--- src/mfs_pkg.sv ---
// Constants and carrier types for the fault cause status bytes.
// Assumes a single processor clock and a synchronous system reset.
package mfs_pkg;

    // -------------------------------------------------------------
    // Register addresses
    // -------------------------------------------------------------
    localparam logic [31:0] MFS_FAULT_WORD_ADDR = 32'hE000_ED28;
    localparam logic [1:0]  MFS_MEMPROT_LANE    = 2'h0;
    localparam logic [1:0]  MFS_BUS_LANE        = 2'h1;

    // -------------------------------------------------------------
    // Access sizes
    // -------------------------------------------------------------
    localparam logic [1:0] MFS_SIZE_BYTE = 2'h0;
    localparam logic [1:0] MFS_SIZE_HALF = 2'h1;
    localparam logic [1:0] MFS_SIZE_WORD = 2'h2;

    // -------------------------------------------------------------
    // Field positions, shared by both bytes except bit 2 (imprecise), which only the bus byte has
    // -------------------------------------------------------------
    localparam int MFS_BIT_ADDR_VALID = 7;
    localparam int MFS_BIT_LAZY_FP    = 5;
    localparam int MFS_BIT_STACKING   = 4;
    localparam int MFS_BIT_UNSTACKING = 3;
    localparam int MFS_BIT_IMPRECISE  = 2;
    localparam int MFS_BIT_DATA       = 1;
    localparam int MFS_BIT_FETCH      = 0;

    // Writable (clearable) bits; reserved bits read zero
    localparam logic [7:0] MFS_MEMPROT_MASK = 8'hBB;
    localparam logic [7:0] MFS_BUS_MASK     = 8'hBF;
    localparam logic [7:0] MFS_CAUSE_RESET  = 8'h00;
    localparam logic [31:0] MFS_ADDR_RESET  = 32'h0000_0000;
    localparam logic       MFS_FPU_PRESENT  = 1'b1;

    // -------------------------------------------------------------
    // Carrier types
    // -------------------------------------------------------------
    typedef struct packed {
        logic fetch_access_violation;
        logic data_access_violation;
        logic memprot_stacking_fault;
        logic memprot_unstacking_fault;
        logic memprot_lazy_fp_fault;
        logic precise_data_bus_error;
        logic imprecise_data_bus_error;
        logic bus_stacking_fault;
        logic bus_unstacking_fault;
        logic bus_lazy_fp_fault;
        logic prefetch_bus_error;
        logic prefetch_issue;
        logic prefetch_flush;
    } mfs_fault_ev_type;

    typedef struct packed {
        logic adjust_sp;
        logic keep_return_frame;
        logic stacked_pc_faulting;
    } mfs_frame_ctl_type;

endpackage

--- src/mfs_fault_status.sv ---
// Memory-protection and bus fault cause bytes with shared fault address storage.
// Assumes fault events arrive as one-cycle pulses from core logic on mclk_in.
// Notes on behaviour
// RULE1 - Memprot valid bit 7 reads one only while fault address storage holds its address.
// RULE2 - Escalated-fault software clears the memprot valid bit by writing one.
// RULE3 - Lazy floating-point memprot fault sets memprot bit 5, FPU variants only.
// RULE4 - Memprot stacking fault sets bit 4, still adjusts SP, loads no address.
// RULE5 - Memprot unstacking fault sets bit 3, chains, no SP adjust, no save, no address.
// RULE6 - Data access violation sets bit 1, faulting PC stacked, address loaded.
// RULE7 - Fetch from execute-never region sets bit 0 regardless of protection unit.
// RULE8 - Bus valid bit 7 set after a bus fault with known address.
// RULE9 - A later memprot address load clears the bus valid bit.
// RULE10 - Escalated-fault software clears the bus valid bit before returning.
// RULE11 - Lazy floating-point bus error sets bus bit 5, FPU variants only.
// RULE12 - Bus stacking fault sets bit 4, still adjusts SP, writes no address.
// RULE13 - Bus unstacking fault sets bit 3, chains, keeps frame, writes no address.
// RULE14 - Precise data bus error sets bit 1, faulting PC stacked, address written.
// RULE15 - Imprecise error sets bit 2, no address, pends while higher priority runs.
// RULE16 - Instruction bus error sets bit 0 only when prefetched instruction issues.
// RULE17 - Memprot byte at word base, bus byte at next byte address.
// RULE18 - Flags stay set until software clears them; reserved bits read zero.
// RULE19 - System reset clears all flags and both valid bits.
`timescale 1ns/10ps
`default_nettype none

module mfs_fault_status
    import mfs_pkg::*;
(
    // Clock and reset
    input  wire logic              mclk_in,
    input  wire logic              sys_rst_in,
    // Fault events from the core
    input  wire mfs_fault_ev_type  fault_ev_in,
    input  wire logic [31:0]       data_fault_addr_in,
    input  wire logic [31:0]       bus_fault_addr_in,
    // Priorities, lower value is higher priority
    input  wire logic [7:0]        cur_prio_in,
    input  wire logic [7:0]        bus_prio_in,
    input  wire logic              bus_fault_taken_in,
    // System control space access
    input  wire logic [31:0]       sc_addr_in,
    input  wire logic [1:0]        sc_size_in,
    input  wire logic              sc_rd_in,
    input  wire logic              sc_wr_in,
    input  wire logic [31:0]       sc_wdata_in,
    output logic [31:0]            sc_rdata_out,
    // Fault results
    output logic [7:0]             memprot_fault_cause_out,
    output logic [7:0]             bus_fault_cause_out,
    output logic [31:0]            fault_addr_out,
    output mfs_frame_ctl_type      frame_ctl_out,
    output logic                   bus_fault_req_out
);

    // -------------------------------------------------------------
    // Lane decode
    // -------------------------------------------------------------
    function automatic logic lane_hit(input logic [31:0] addr,
                                      input logic [1:0]  size,
                                      input logic [1:0]  lane);
        logic hit;
        hit = 1'b0;
        if (addr[31:2] != MFS_FAULT_WORD_ADDR[31:2]) begin
            hit = 1'b0;
        end else if (size == MFS_SIZE_WORD) begin
            hit = 1'b1;
        end else if (size == MFS_SIZE_HALF) begin
            hit = (addr[1] == lane[1]);
        end else if (size == MFS_SIZE_BYTE) begin
            hit = (addr[1:0] == lane);
        end else begin
            hit = 1'b0;
        end
        return hit;
    endfunction

    // -------------------------------------------------------------
    // State
    // -------------------------------------------------------------
    logic [7:0]  memprot_fault_cause;
    logic [7:0]  bus_fault_cause;
    logic [31:0] fault_addr;
    logic        prefetch_err;
    logic        imprecise_pend;
    logic [31:0] rdata;
    mfs_frame_ctl_type frame_ctl;

    logic [7:0]  next_memprot_fault_cause;
    logic [7:0]  next_bus_fault_cause;
    logic [31:0] next_fault_addr;
    logic        next_prefetch_err;
    logic        next_imprecise_pend;
    logic [31:0] next_rdata;
    mfs_frame_ctl_type next_frame_ctl;

    logic [7:0]  mp_set;
    logic [7:0]  bus_set;
    logic [7:0]  mp_clr;
    logic [7:0]  bus_clr;
    logic        mp_hit;
    logic        bus_hit;
    logic        bus_blocked;

    assign mp_hit      = lane_hit(sc_addr_in, sc_size_in, MFS_MEMPROT_LANE);
    assign bus_hit     = lane_hit(sc_addr_in, sc_size_in, MFS_BUS_LANE);
    assign bus_blocked = (cur_prio_in <= bus_prio_in);

    // -------------------------------------------------------------
    // Next state
    // -------------------------------------------------------------
    always_comb begin
        mp_set  = 8'h00;
        bus_set = 8'h00;
        mp_clr  = 8'h00;
        bus_clr = 8'h00;
        next_fault_addr     = fault_addr;
        next_prefetch_err   = prefetch_err;
        next_imprecise_pend = imprecise_pend;
        next_rdata          = rdata;
        next_frame_ctl      = '0;

        // RULE7 fetch violation, no enable gating
        mp_set[MFS_BIT_FETCH]      = fault_ev_in.fetch_access_violation;
        // RULE6 data violation flag
        mp_set[MFS_BIT_DATA]       = fault_ev_in.data_access_violation;
        // RULE4 memprot stacking flag
        mp_set[MFS_BIT_STACKING]   = fault_ev_in.memprot_stacking_fault;
        // RULE5 memprot unstacking flag
        mp_set[MFS_BIT_UNSTACKING] = fault_ev_in.memprot_unstacking_fault;
        // RULE3 memprot lazy flag
        mp_set[MFS_BIT_LAZY_FP]    = fault_ev_in.memprot_lazy_fp_fault & MFS_FPU_PRESENT;
        // RULE1 valid follows address load
        mp_set[MFS_BIT_ADDR_VALID] = fault_ev_in.data_access_violation;

        // RULE14 precise bus flag
        bus_set[MFS_BIT_DATA]       = fault_ev_in.precise_data_bus_error;
        // RULE15 imprecise flag
        bus_set[MFS_BIT_IMPRECISE]  = fault_ev_in.imprecise_data_bus_error;
        // RULE12 bus stacking flag
        bus_set[MFS_BIT_STACKING]   = fault_ev_in.bus_stacking_fault;
        // RULE13 bus unstacking flag
        bus_set[MFS_BIT_UNSTACKING] = fault_ev_in.bus_unstacking_fault;
        // RULE11 bus lazy flag
        bus_set[MFS_BIT_LAZY_FP]    = fault_ev_in.bus_lazy_fp_fault & MFS_FPU_PRESENT;
        // RULE8 bus valid on known address
        bus_set[MFS_BIT_ADDR_VALID] = fault_ev_in.precise_data_bus_error
                                      & ~fault_ev_in.data_access_violation;

        // RULE16 prefetch error waits for issue
        if (fault_ev_in.prefetch_issue && (prefetch_err || fault_ev_in.prefetch_bus_error)) begin
            bus_set[MFS_BIT_FETCH] = 1'b1;
            next_prefetch_err      = 1'b0;
        end else if (fault_ev_in.prefetch_flush) begin
            next_prefetch_err = 1'b0;
        end else if (fault_ev_in.prefetch_bus_error) begin
            next_prefetch_err = 1'b1;
        end

        // RULE2 software clears by writing one
        // RULE10 software clears by writing one
        if (sc_wr_in && mp_hit) begin
            mp_clr = sc_wdata_in[7:0] & MFS_MEMPROT_MASK;
        end
        if (sc_wr_in && bus_hit) begin
            bus_clr = sc_wdata_in[15:8] & MFS_BUS_MASK;
        end

        // RULE9 shared storage overwrite drops the other valid
        if (fault_ev_in.data_access_violation) begin
            next_fault_addr = data_fault_addr_in;
            bus_clr[MFS_BIT_ADDR_VALID] = 1'b1;
        end else if (fault_ev_in.precise_data_bus_error) begin
            next_fault_addr = bus_fault_addr_in;
            mp_clr[MFS_BIT_ADDR_VALID] = 1'b1;
        end

        // RULE18 sticky, set wins over clear
        next_memprot_fault_cause = ((memprot_fault_cause & ~mp_clr) | mp_set) & MFS_MEMPROT_MASK;
        next_bus_fault_cause     = ((bus_fault_cause & ~bus_clr) | bus_set) & MFS_BUS_MASK;

        // RULE15 pending while higher priority runs
        if (fault_ev_in.imprecise_data_bus_error) begin
            next_imprecise_pend = 1'b1;
        end else if (bus_fault_taken_in) begin
            next_imprecise_pend = 1'b0;
        end

        // RULE4 stacking still adjusts SP
        // RULE12 stacking still adjusts SP
        next_frame_ctl.adjust_sp = fault_ev_in.memprot_stacking_fault
                                   | fault_ev_in.bus_stacking_fault;
        // RULE5 unstacking keeps return frame
        // RULE13 unstacking keeps return frame
        next_frame_ctl.keep_return_frame = fault_ev_in.memprot_unstacking_fault
                                           | fault_ev_in.bus_unstacking_fault;
        // RULE6 faulting PC is stacked
        // RULE14 faulting PC is stacked
        next_frame_ctl.stacked_pc_faulting = fault_ev_in.data_access_violation
                                             | fault_ev_in.precise_data_bus_error
                                             | fault_ev_in.fetch_access_violation;

        // RULE17 byte lanes of the fault word
        if (sc_rd_in) begin
            next_rdata = 32'h0000_0000;
            if (mp_hit) begin
                next_rdata[7:0] = memprot_fault_cause;
            end
            if (bus_hit) begin
                next_rdata[15:8] = bus_fault_cause;
            end
        end
    end

    // -------------------------------------------------------------
    // Registers
    // -------------------------------------------------------------
    always_ff @(posedge mclk_in) begin
        // RULE19 reset clears all flags
        if (sys_rst_in) begin
            memprot_fault_cause <= MFS_CAUSE_RESET;
            bus_fault_cause     <= MFS_CAUSE_RESET;
            fault_addr          <= MFS_ADDR_RESET;
            prefetch_err        <= 1'b0;
            imprecise_pend      <= 1'b0;
            rdata               <= 32'h0000_0000;
            frame_ctl           <= '0;
        end else begin
            memprot_fault_cause <= next_memprot_fault_cause;
            bus_fault_cause     <= next_bus_fault_cause;
            fault_addr          <= next_fault_addr;
            prefetch_err        <= next_prefetch_err;
            imprecise_pend      <= next_imprecise_pend;
            rdata               <= next_rdata;
            frame_ctl           <= next_frame_ctl;
        end
    end

    assign sc_rdata_out            = rdata;
    assign memprot_fault_cause_out = memprot_fault_cause;
    assign bus_fault_cause_out     = bus_fault_cause;
    assign fault_addr_out          = fault_addr;
    assign frame_ctl_out           = frame_ctl;
    assign bus_fault_req_out       = imprecise_pend & ~bus_blocked;

    // -------------------------------------------------------------
    // Assertions
    // -------------------------------------------------------------
    a_mp_valid_addr: assert property (@(posedge mclk_in) disable iff (sys_rst_in) // RULE1
        fault_ev_in.data_access_violation |=> memprot_fault_cause[MFS_BIT_ADDR_VALID]
            && fault_addr == $past(data_fault_addr_in))
        else $error("memprot valid or address not loaded");

    a_mp_lazy_set: assert property (@(posedge mclk_in) disable iff (sys_rst_in) // RULE3
        fault_ev_in.memprot_lazy_fp_fault |=> memprot_fault_cause[MFS_BIT_LAZY_FP])
        else $error("memprot lazy flag not set");

    a_stack_no_addr: assert property (@(posedge mclk_in) disable iff (sys_rst_in) // RULE4
        (fault_ev_in.memprot_stacking_fault && !fault_ev_in.data_access_violation
         && !fault_ev_in.precise_data_bus_error)
        |=> $stable(fault_addr) && frame_ctl.adjust_sp && memprot_fault_cause[MFS_BIT_STACKING])
        else $error("stacking fault handled wrongly");

    a_unstack_chain: assert property (@(posedge mclk_in) disable iff (sys_rst_in) // RULE13
        fault_ev_in.bus_unstacking_fault
        |=> frame_ctl.keep_return_frame && bus_fault_cause[MFS_BIT_UNSTACKING])
        else $error("bus unstacking fault handled wrongly");

    a_fetch_viol: assert property (@(posedge mclk_in) disable iff (sys_rst_in) // RULE7
        fault_ev_in.fetch_access_violation
        |=> memprot_fault_cause[MFS_BIT_FETCH] && frame_ctl.stacked_pc_faulting)
        else $error("fetch violation not flagged");

    a_bus_valid_set: assert property (@(posedge mclk_in) disable iff (sys_rst_in) // RULE8
        (fault_ev_in.precise_data_bus_error && !fault_ev_in.data_access_violation)
        |=> bus_fault_cause[MFS_BIT_ADDR_VALID] && bus_fault_cause[MFS_BIT_DATA]
            && fault_addr == $past(bus_fault_addr_in))
        else $error("bus valid or address missing");

    a_bus_valid_drop: assert property (@(posedge mclk_in) disable iff (sys_rst_in) // RULE9
        fault_ev_in.data_access_violation |=> !bus_fault_cause[MFS_BIT_ADDR_VALID])
        else $error("bus valid kept after overwrite");

    a_imprecise_pend: assert property (@(posedge mclk_in) disable iff (sys_rst_in) // RULE15
        (fault_ev_in.imprecise_data_bus_error && !bus_fault_taken_in)
        ##1 (cur_prio_in <= bus_prio_in) |-> !bus_fault_req_out && imprecise_pend)
        else $error("imprecise fault not held pending");

    a_ibus_on_issue: assert property (@(posedge mclk_in) disable iff (sys_rst_in) // RULE16
        $rose(bus_fault_cause[MFS_BIT_FETCH]) |-> $past(fault_ev_in.prefetch_issue))
        else $error("instruction bus flag set without issue");

    a_sticky_flags: assert property (@(posedge mclk_in) disable iff (sys_rst_in) // RULE18
        (!sc_wr_in && !fault_ev_in.precise_data_bus_error)
        |=> (memprot_fault_cause & $past(memprot_fault_cause)) == $past(memprot_fault_cause)
            && memprot_fault_cause[6] == 1'b0 && memprot_fault_cause[2] == 1'b0)
        else $error("memprot flag lost without clear");

    a_read_lane: assert property (@(posedge mclk_in) disable iff (sys_rst_in) // RULE17
        (sc_rd_in && sc_size_in == MFS_SIZE_BYTE && sc_addr_in == MFS_FAULT_WORD_ADDR + 32'h1)
        |=> sc_rdata_out == {16'h0000, $past(bus_fault_cause), 8'h00})
        else $error("bus byte read wrong");

    a_reset_clear: assert property (@(posedge mclk_in) // RULE19
        sys_rst_in |=> memprot_fault_cause == 8'h00 && bus_fault_cause == 8'h00)
        else $error("flags not cleared by reset");

endmodule

`default_nettype wire

--- config.mk ---
export PLATFORM = sky130hd
export DESIGN_NAME = mfs_fault_status
export DESIGN_NICKNAME = d
export VERILOG_FILES = /design/src/mfs_pkg.sv /design/src/mfs_fault_status.sv
export SDC_FILE = /design/constraint.sdc
export NUM_CORES = 1
export LEC_CHECK = 0
export BUFFER_PORTS_ARGS = -buffer_cell sky130_fd_sc_hd__buf_2
export CORE_AREA = 2 2 96 98
export CTS_CLUSTER_DIAMETER = 50
export DETAILED_ROUTE_END_ITERATION = 8
export DIE_AREA = 0 0 98 100
export PLACE_DENSITY_LB_ADDON = 0.12
export SLEW_MARGIN = 10
export SYNTH_ARGS = -nofsm -noshare
export SYNTH_HDL_FRONTEND = slang
export SYNTH_SLANG_ARGS = --single-unit
--- constraint.sdc ---
create_clock -name mclk_in -period 4.71 [get_ports mclk_in]
set_clock_uncertainty 0.1 [all_clocks]
set_input_delay 0.7065 -clock mclk_in [delete_from_list [all_inputs] [get_ports mclk_in]]
set_output_delay 0.7065 -clock mclk_in [all_outputs]
set_load 0.02 [all_outputs]
==> results of run 1 <==
==> power groups by stage <==
| stage | Clock, uW | Sequential [uW] | Combinational [uW] |
|---|---|---|---|
| after floorplan | 0 | 621 | 124 |
| after global placement | 0 | 588 | 244 |
| after detailed placement | 0 | 588 | 248 |
| after CTS | 499 | 576 | 249 |
| after global routing | 525 | 580 | 274 |
| final | 480 | 576 | 247 |
==> flip-flops by register name, indices dropped and copies added (netlist names) <==
register	flops
imprecise_pend	1
memprot_fault_cause_out	6
prefetch_err	1
fault_addr_out	32
bus_fault_cause_out	7
frame_ctl_out	3
sc_rdata_out	13
==> final cells by class <==
class / count / share of cell area, %
Clock inverter: 4 / 1.26
Sequential cell: 63 / 29.4
Clock buffer: 12 / 3.39
Tap cell: 111 / 3.24
Multi-Input combinational cell: 262 / 36.8
Timing Repair Buffer: 207 / 24.2
Inverter: 19 / 1.66
==> worst paths after layout <==
kind,from,to
max reg2reg,prefetch_err,bus_fault_cause_out[0]
min,sc_rdata_out[10],sc_rdata_out[10]
min reg2reg,sc_rdata_out[10],sc_rdata_out[10]
max,cur_prio_in[1],bus_fault_req_out
==> cell usage after synthesis, types with 2 or more instances <==
cell      instances
nand3_1          13
nor4_1            2
mux2i_1          32
nand4_1           2
a21o_1            2
inv_1            19
ha_1              8
o21a_1            2
nand2b_1         14
clkbuf_1         16
o211a_4           2
buf_6             2
a311oi_2          2
a311oi_1         10
dfxtp_1          63
a31oi_1           2
a21oi_1          53
buf_2             4
buf_4            23
nor2_1           78
nand4b_1          2
nor4b_1           2
nand2_1           2
o21ai_0           2
==> worst register-to-register path: stages (launching register included) <==
cell and delay [ps]:
dfxtp_1 300, or2_2 300, a21oi_1 180, a311oi_2 60
==> stage by stage <==
stage / setup slack (ps) / hold slack [ps]
floorplan: 2160 / 346
global placement: 2020 / 353
detailed placement: 1990 / 359
CTS: 1990 / 372
global route: 1910 / 383
finish: 2010 / 366
==> kinds of logic (layout without fill, tap and decap cells) <==
group	after synthesis	count (layout)	share of synthesized area, %
buffers and inverters	64	242	11.2
muxes	32	32	10.3
DFF	63	63	40.6
AOI/OAI and AO/OA	76	76	15.4
other	1	22	0.121
and+or+nand+nor	124	124	19.2
adders and majority gates	8	8	3.22
==> routing by layer <==
layer | vias up | global-route usage (%)
met2 | 139 | 29.1
met5 | - | 0
met4 | 0 | 7.37
met1 | 1386 | 21.9
li1 | 1605 | -
met3 | 11 | 5.92
==> run_results.csv, run 1 <==
group,metric,value,unit
min_path,hold-path-cell-count,2,
place,gp_congestion,0.765,
cells_and_area,final_cells,678,
global_route,grt_max_degree,69,
worst_setup_path,critPathLaunchType,"primary input",
clocking,cts_setup_buffers,0,
synth,yosysTopAreaCell,"dfxtp_1",
die,design.core.area,0.00889,sq mm
sta,hold_viol,0,
sta,min_period,2700,ps
drt,met3_length,844,microns
drt,met1_length,3.75,mm
place,dp.cells,662,
die,fp.dieW,98,microns
clocking,root_buffer,"clkbuf_8",
place,io_buffers,206,
pwr,p_sw_share,28.7,%
synth,synth_flop_cell,"dfxtp_1",
cells_and_area,syn_to_final_growth,38.0,%
worst_setup_path,crit_fanout,2,
worst_setup_path,cp_slowest_cell,"ha_1",
worst_setup_path,worstRegToRegCells,3,
worst_setup_path,worst_ep_arrival_time,1900,ps
place,dp_hpwl,6.56,mm
run,drv_cap,0,
worst_setup_path,crit_path_max_incr_delay,290,ps
synth,syn-cell-area,0.00311,sq mm
cells_and_area,final_area,0.00429,sq mm
worst_setup_path,path_buf_inv,2,
worst_setup_path,critical_path_class,"in -> out",
synth,synth-seq-area-share,40.6,%
drt,wirelength,8.91,mm
pwr,leakagePower,0.00227,uW
pwr,clock_power_share,36.8,%
worst_setup_path,worstPathCellList,"buf_2 -> ha_1 -> nor2b_1 -> o21a_1 -> o21a_1 -> o21bai_1 -> a21oi_1 -> buf_2",
sta,finalSetupViolCount,0,
drt,viasPerCell,4.63,
clocking,cts_buffers,9,
cells_and_area,layout_commonest_cell,"buf_2",
cells_and_area,num-fill-cells,958,
clocking,worstSkewPairLatency,340,ps
global_route,grt_pass1_wl,14.2,mm
min_path,hold_class,"reg -> reg",
pwr,combPwrFrac,18.9,%
clocking,h-tree-depth,3,
synth,synthCells,368,
run_status,status,"finished clean",
cells_and_area,final_util,48.2,%
clocking,clock_sinks,63,
cells_and_area,insertedDiodeCount,0,
synth,synth_edf_count,0,
drt,routedWlPerCell,13.1,microns
die,io_pins,248,
sta,drv_slew,0,
synth,synth_top_area_share,40.6,%
synth,ys_warn_count,0,
pwr,max-vdd-ir-drop,179,uV
cells_and_area,drive_gt1_share,40.4,%
die,die_h,100,microns
synth,synth.distinct_cells,35,
worst_setup_path,crit_family,"compound AO/OA/AOI/OAI gates",
sta,slew_headroom,24.3,%
pwr,finalPower,1300,uW
sta,rsz0062_at_grt,"no",
global_route,grt_pass1_vias,2955,
die,rows,35,
drt,met2RoutedLength,4.19,mm
synth,async_flop_share,0,%
pwr,internal-power,929,uW
drt,vias,3141,
global_route,grt_usage,17.9,%
sta,fin_crit_sh,57.4,%
worst_setup_path,endpoint_kind,"primary output",
global_route,grt-ovfl-total,0,
sta,fmax,0.370,GHz
die,die_area,0.00980,sq mm
synth,syn_area_per_cell,8.44,sq um
place,placed_area,0.00409,sq mm
cells_and_area,multi_input_area,0.00158,sq mm
clocking,cts.path.max_buffers,2,
drt,dr.pass1.iters,4,
pwr,power_switching,374,uW
clocking,cts_tree,"built",
die,start_util,34.9,%
clocking,clk_pin_slew,70,ps
global_route,antenna_found_initial,0,
worst_setup_path,cp.required,3900,ps
clocking,cts_resized,0,
drt,drt_drc_violations_left,0,
clocking,cts_hold_buf,0,
drt,first_iter_violations,81,
worst_setup_path,reg2reg_slack,3630,ps
pwr,power_frac_seq,44.2,%
sta,tns,0,ps
cells_and_area,layout_common_cells,"buf_2 (206), nor2_1 (78), dfxtp_1 (63), a21oi_1 (53), mux2i_1 (32)",
pwr,p_per_area,304,mW/mm^2
cells_and_area,nets,734,
synth,ys_ff_latch,63,
synth,synth_area_leaders,"dfxtp_1 (41%), mux2i_1 (10%), nor2_1 (9.4%)",
drt,ant_nets,0,
sta,worst_pin_slew,1140,ps
cells_and_area,ff_latch_area,0.00126,sq mm
worst_setup_path,cp.depth,8,
drt,dr.max_layer_used,"met4",
No activity file was read; power rests on OpenSTA's default activity.
==> run 2: changes to the inputs <==
--- a/config.mk
+++ b/config.mk
@@ -6,10 +6,10 @@
 export NUM_CORES = 1
 export LEC_CHECK = 0
 export BUFFER_PORTS_ARGS = -buffer_cell sky130_fd_sc_hd__buf_2
-export CORE_AREA = 2 2 96 98
+export CORE_AREA = 2 2 97 99
 export CTS_CLUSTER_DIAMETER = 50
 export DETAILED_ROUTE_END_ITERATION = 8
-export DIE_AREA = 0 0 98 100
+export DIE_AREA = 0 0 99 101
 export PLACE_DENSITY_LB_ADDON = 0.12
 export SLEW_MARGIN = 10
 export SYNTH_ARGS = -nofsm -noshare
==> constraint.sdc (replaced) <==
create_clock -name mclk_in -period 2.5 [get_ports mclk_in]
set_clock_uncertainty 0.1 [all_clocks]
set_input_delay 0.375 -clock mclk_in [delete_from_list [all_inputs] [get_ports mclk_in]]
set_output_delay 0.375 -clock mclk_in [all_outputs]
set_load 0.02 [all_outputs]
==> run_results.csv, run 2 (synthesized netlist as in run 1, its figures left out) <==
group,metric,value,unit
place,io_buffers,206,
drt,wirelength,8.96,mm
worst_setup_path,r2r-start,"prefetch_err",
die,start_util,34.6,%
sta,worst_pin_slew,527,ps
place,gp_congestion,0.750,
sta,fmax,0.492,GHz
die,die_h,101,microns
cells_and_area,layout_commonest_cell,"buf_2",
drt,vias,3159,
drt,viasPerCell,4.65,
clocking,cts_buffers,9,
pwr,max-vdd-ir-drop,283,uV
sta,rsz0062_at_grt,"no",
clocking,clk_pin_slew,60,ps
die,design.core.area,0.00898,sq mm
run_status,status,"finished clean",
worst_setup_path,crit_fanout,2,
global_route,grt_max_degree,47,
cells_and_area,layout_common_cells,"buf_2 (206), nor2_1 (78), dfxtp_1 (63), a21oi_1 (53), mux2i_1 (32)",
clocking,root_buffer,"clkbuf_8",
cells_and_area,largest_reg_flops,32,
run,drv_cap,0,
worst_setup_path,critPathLaunchType,"primary input",
clocking,cts_tree,"built",
pwr,finalPower,2330,uW
sta,slew_headroom,64.9,%
die,io_pins,248,
global_route,grt-ovfl-total,0,
global_route,grt_usage,17.5,%
min_path,hold_start,"fault_ev_in[0]",
clocking,cts.path.max_buffers,2,
cells_and_area,final_area,0.00431,sq mm
clocking,h-tree-depth,3,
sta,min_period,2030,ps
drt,ant_nets,0,
drt,dr.pass1.iters,6,
sta,drv_slew,0,
pwr,p_per_area,540,mW/mm^2
min_path,hold_class,"in -> reg",
drt,first_iter_violations,75,
global_route,grt_pass1_wl,14.0,mm
place,dp_hpwl,6.86,mm
sta,fin_hold_ws,111,ps
clocking,cts_setup_buffers,0,
place,placed_area,0.00414,sq mm
drt,drt_drc_violations_left,0,
worst_setup_path,cp.required,2030,ps
global_route,antenna_found_initial,0,
sta,tns,0,ps
worst_setup_path,cp-startpoint,"cur_prio_in[1]",
clocking,clock_sinks,63,
sta,fin_crit_sh,81.3,%
sta,finalSetupViolCount,0,
clocking,worstSkewPairLatency,320,ps
global_route,grt_pass1_vias,3000,
die,fp.dieW,99,microns
die,rows,35,
die,die_area,0.0100,sq mm
worst_setup_path,endpoint_kind,"primary output",
sta,hold_viol,0,
cells_and_area,insertedDiodeCount,0,
clocking,cts_resized,0,
clocking,cts_hold_buf,0,
cells_and_area,syn_to_final_growth,38.6,%
pwr,leakagePower,0.00229,uW
cells_and_area,drive_gt1_share,40.6,%
cells_and_area,nets,738,
drt,routedWlPerCell,13.2,microns
worst_setup_path,worst_ep_arrival_time,1560,ps
worst_setup_path,critical_path_class,"in -> out",
-- run 2: path summary, 6_finish.rpt --
check	to	slack, ps	cells after the start
min	prefetch_err	110	2
max	bus_fault_req_out	470	8
min reg2reg	sc_rdata_out[5]	370	2
max reg2reg	bus_fault_cause_out[0]	1440	3
-- run 2: layer usage --
metal	wire length (microns)	share of wire, %	GRT usage [%]	vias to the layer above
li1	-	-	-	1605
met1	3780	42	21.8	1412
met2	4370	49	29.3	136
met3	731	8.2	4.44	6
met4	83	0.93	6.43	0
met5	0	0	0	-
-- run 2: where the power goes --
part	internal [uW]	total [uW]	switching (uW)	leakage, uW
clock	403	765	362	0.0000854
sequential	1060	1090	29.2	0.000520
combinational	208	474	267	0.00168
-- run 2: worst max-delay path: stages --
cell and delay [ps]:
buf_2 100, ha_1 290, nor2b_1 130, o21a_1 160
o21a_1 160, o21bai_1 120, a21oi_1 70, buf_2 160
-- run 2: area by class of cell --
class                      count  area, sq um
inverter                      19         71.3
clock inverter                 1         5.00
timing repair buffer         211         1090
clock buffer                  13          159
sequential                    63         1260
multi-input combinational    262         1580
fill                         938         4670
tap                          111          139
-- run 2: through the flow --
stage                     setup WS, ps  instances  utilization (%)
after global routing               380        680             48.0
after CTS                          464        680             48.0
after detailed placement           464        666             46.1
after global placement             456        666             46.1
final                              468        680             48.0
after floorplan                    618        389                -
==> run 3: changes to the inputs <==
--- a/config.mk
+++ b/config.mk
@@ -6,10 +6,10 @@
 export NUM_CORES = 1
 export LEC_CHECK = 0
 export BUFFER_PORTS_ARGS = -buffer_cell sky130_fd_sc_hd__buf_2
-export CORE_AREA = 2 2 97 99
+export CORE_AREA = 2 2 96 98
 export CTS_CLUSTER_DIAMETER = 50
 export DETAILED_ROUTE_END_ITERATION = 8
-export DIE_AREA = 0 0 99 101
+export DIE_AREA = 0 0 98 100
 export PLACE_DENSITY_LB_ADDON = 0.12
 export SLEW_MARGIN = 10
 export SYNTH_ARGS = -nofsm -noshare
==> constraint.sdc (replaced) <==
create_clock -name mclk_in -period 1.8 [get_ports mclk_in]
set_clock_uncertainty 0.1 [all_clocks]
set_input_delay 0.27 -clock mclk_in [delete_from_list [all_inputs] [get_ports mclk_in]]
set_output_delay 0.27 -clock mclk_in [all_outputs]
set_load 0.02 [all_outputs]
==> run_results.csv, run 3 (synthesized netlist as in run 1, its figures left out) <==
group,metric,value,unit
die,die_h,100,microns
sta,fmax,0.569,GHz
place,dp_hpwl,6.79,mm
drt,vias,3192,
clocking,root_buffer,"clkbuf_8",
clocking,clock_sinks,63,
global_route,antenna_found_initial,0,
die,design.core.area,0.00889,sq mm
cells_and_area,layout_common_cells,"buf_2 (203), nor2_1 (78), dfxtp_1 (63), a21oi_1 (52), mux2i_1 (32)",
pwr,finalPower,3370,uW
place,dp_worst_setup_slack,-36.4,ps
worst_setup_path,cp.required,1430,ps
run_status,status,"finished clean",
die,fp.dieW,98,microns
sta,drv_slew,0,
sta,fin_crit_sh,97.6,%
clocking,cts_setup_buffers,0,
min_path,hold_start,"sc_wdata_in[12]",
worst_setup_path,critPathLaunchType,"primary input",
drt,first_iter_violations,81,
worst_setup_path,worst_ep_arrival_time,1390,ps
sta,hold_viol,0,
cells_and_area,nets,743,
clocking,h-tree-depth,3,
drt,ant_nets,0,
global_route,grt_max_degree,64,
cells_and_area,final_util,49.5,%
sta,finalSetupViolCount,0,
worst_setup_path,r2r-start,"prefetch_err",
pwr,p_per_area,765,mW/mm^2
sta,setup_slack,42.3,ps
pwr,max-vdd-ir-drop,411,uV
drt,viasPerCell,4.66,
min_path,hold_class,"in -> reg",
global_route,grt-ovfl-total,0,
clocking,cts_buffers,9,
die,start_util,34.9,%
cells_and_area,largest_reg_flops,32,
drt,drt_drc_violations_left,0,
global_route,grt_pass1_wl,14.4,mm
sta,rsz0062_at_grt,"yes",
die,io_pins,248,
clocking,cts_tree,"built",
sta,min_period,1760,ps
die,rows,35,
drt,routedWlPerCell,13.2,microns
place,gp_congestion,0.776,
cells_and_area,drive_gt1_share,41.8,%
place,io_buffers,206,
cells_and_area,syn_to_final_growth,41.7,%
cells_and_area,insertedDiodeCount,0,
run,drv_cap,0,
drt,dr.pass1.iters,4,
pwr,leakagePower,0.00233,uW
clocking,cts.path.max_buffers,2,
worst_setup_path,cp-startpoint,"cur_prio_in[5]",
global_route,grt_pass1_vias,3090,
worst_setup_path,critical_path_class,"in -> out",
worst_setup_path,crit_fanout,2,
clocking,clk_pin_slew,70,ps
worst_setup_path,endpoint_kind,"primary output",
drt,wirelength,9.02,mm
die,die_area,0.00980,sq mm
cells_and_area,layout_commonest_cell,"buf_2",
global_route,grt_usage,18.2,%
clocking,worstSkewPairLatency,330,ps
-- run 3: changes by cell type in the layout (fill, tap and decap cells not counted), moves of 2 or more --
cell	delta
buf_4	+5
buf_2	-3
buf_6	+2
clkbuf_1	-2
-- run 3: routing by layer --
metal	vias up	track usage (%)	share of wire [%]
li1	1620	-	-
met1	1425	21.9	42
met2	135	30.3	48
met3	12	5.50	8.9
met4	0	7.80	1.4
met5	-	0	0
-- run 3: timing repair --
item                                   CTS  global route
hold buffers                             1             0
endpoints found under the hold margin    1             0
pin swaps                                2             2
setup endpoints to repair                1             1
gates resized for setup                  3             4
-- run 3: final timing paths --
| path | slack, ps | to | cells after the start |
|---|---|---|---|
| max reg2reg | 740 | bus_fault_cause_out[0] | 3 |
| max | 40 | bus_fault_req_out | 7 |
| min reg2reg | 370 | sc_rdata_out[5] | 2 |
| min | 20 | bus_fault_cause_out[4] | 2 |
-- run 3: power breakdown --
group,switching (uW),leakage (uW),internal [uW]
combinational,371,0.00171,296
sequential,41.3,0.000520,1470
clock,531,0.0000940,657
total,944,0.00233,2420
-- run 3: area by class of cell --
cell class	instances	area [sq um]
Fill cell	902	4490
Multi-Input combinational cell	262	1590
Sequential cell	63	1260
Timing Repair Buffer	216	1150
Tap cell	111	139
Clock buffer	10	138
Inverter	19	73.8
Clock inverter	4	47.5
-- run 3: metrics by stage --
stage / area (sq um) / hold slack (ps) / instances / setup TNS (ps)
after global placement: 4170 / 340 / 670 / -17.0
after detailed placement: 4170 / 345 / 670 / -36.4
after global routing: 4400 / 9.80 / 685 / -41.7
after floorplan: 3190 / 247 / 389 / 0
final: 4400 / 23.7 / 685 / 0
after CTS: 4380 / 3.37 / 685 / 0
-- run 3: critical path: stages --
cell	delay [ps]
buf_2	100
ha_1	300
a21o_1	170
a21o_1	180
a21oi_2	140
a21oi_1	80
buf_4	160
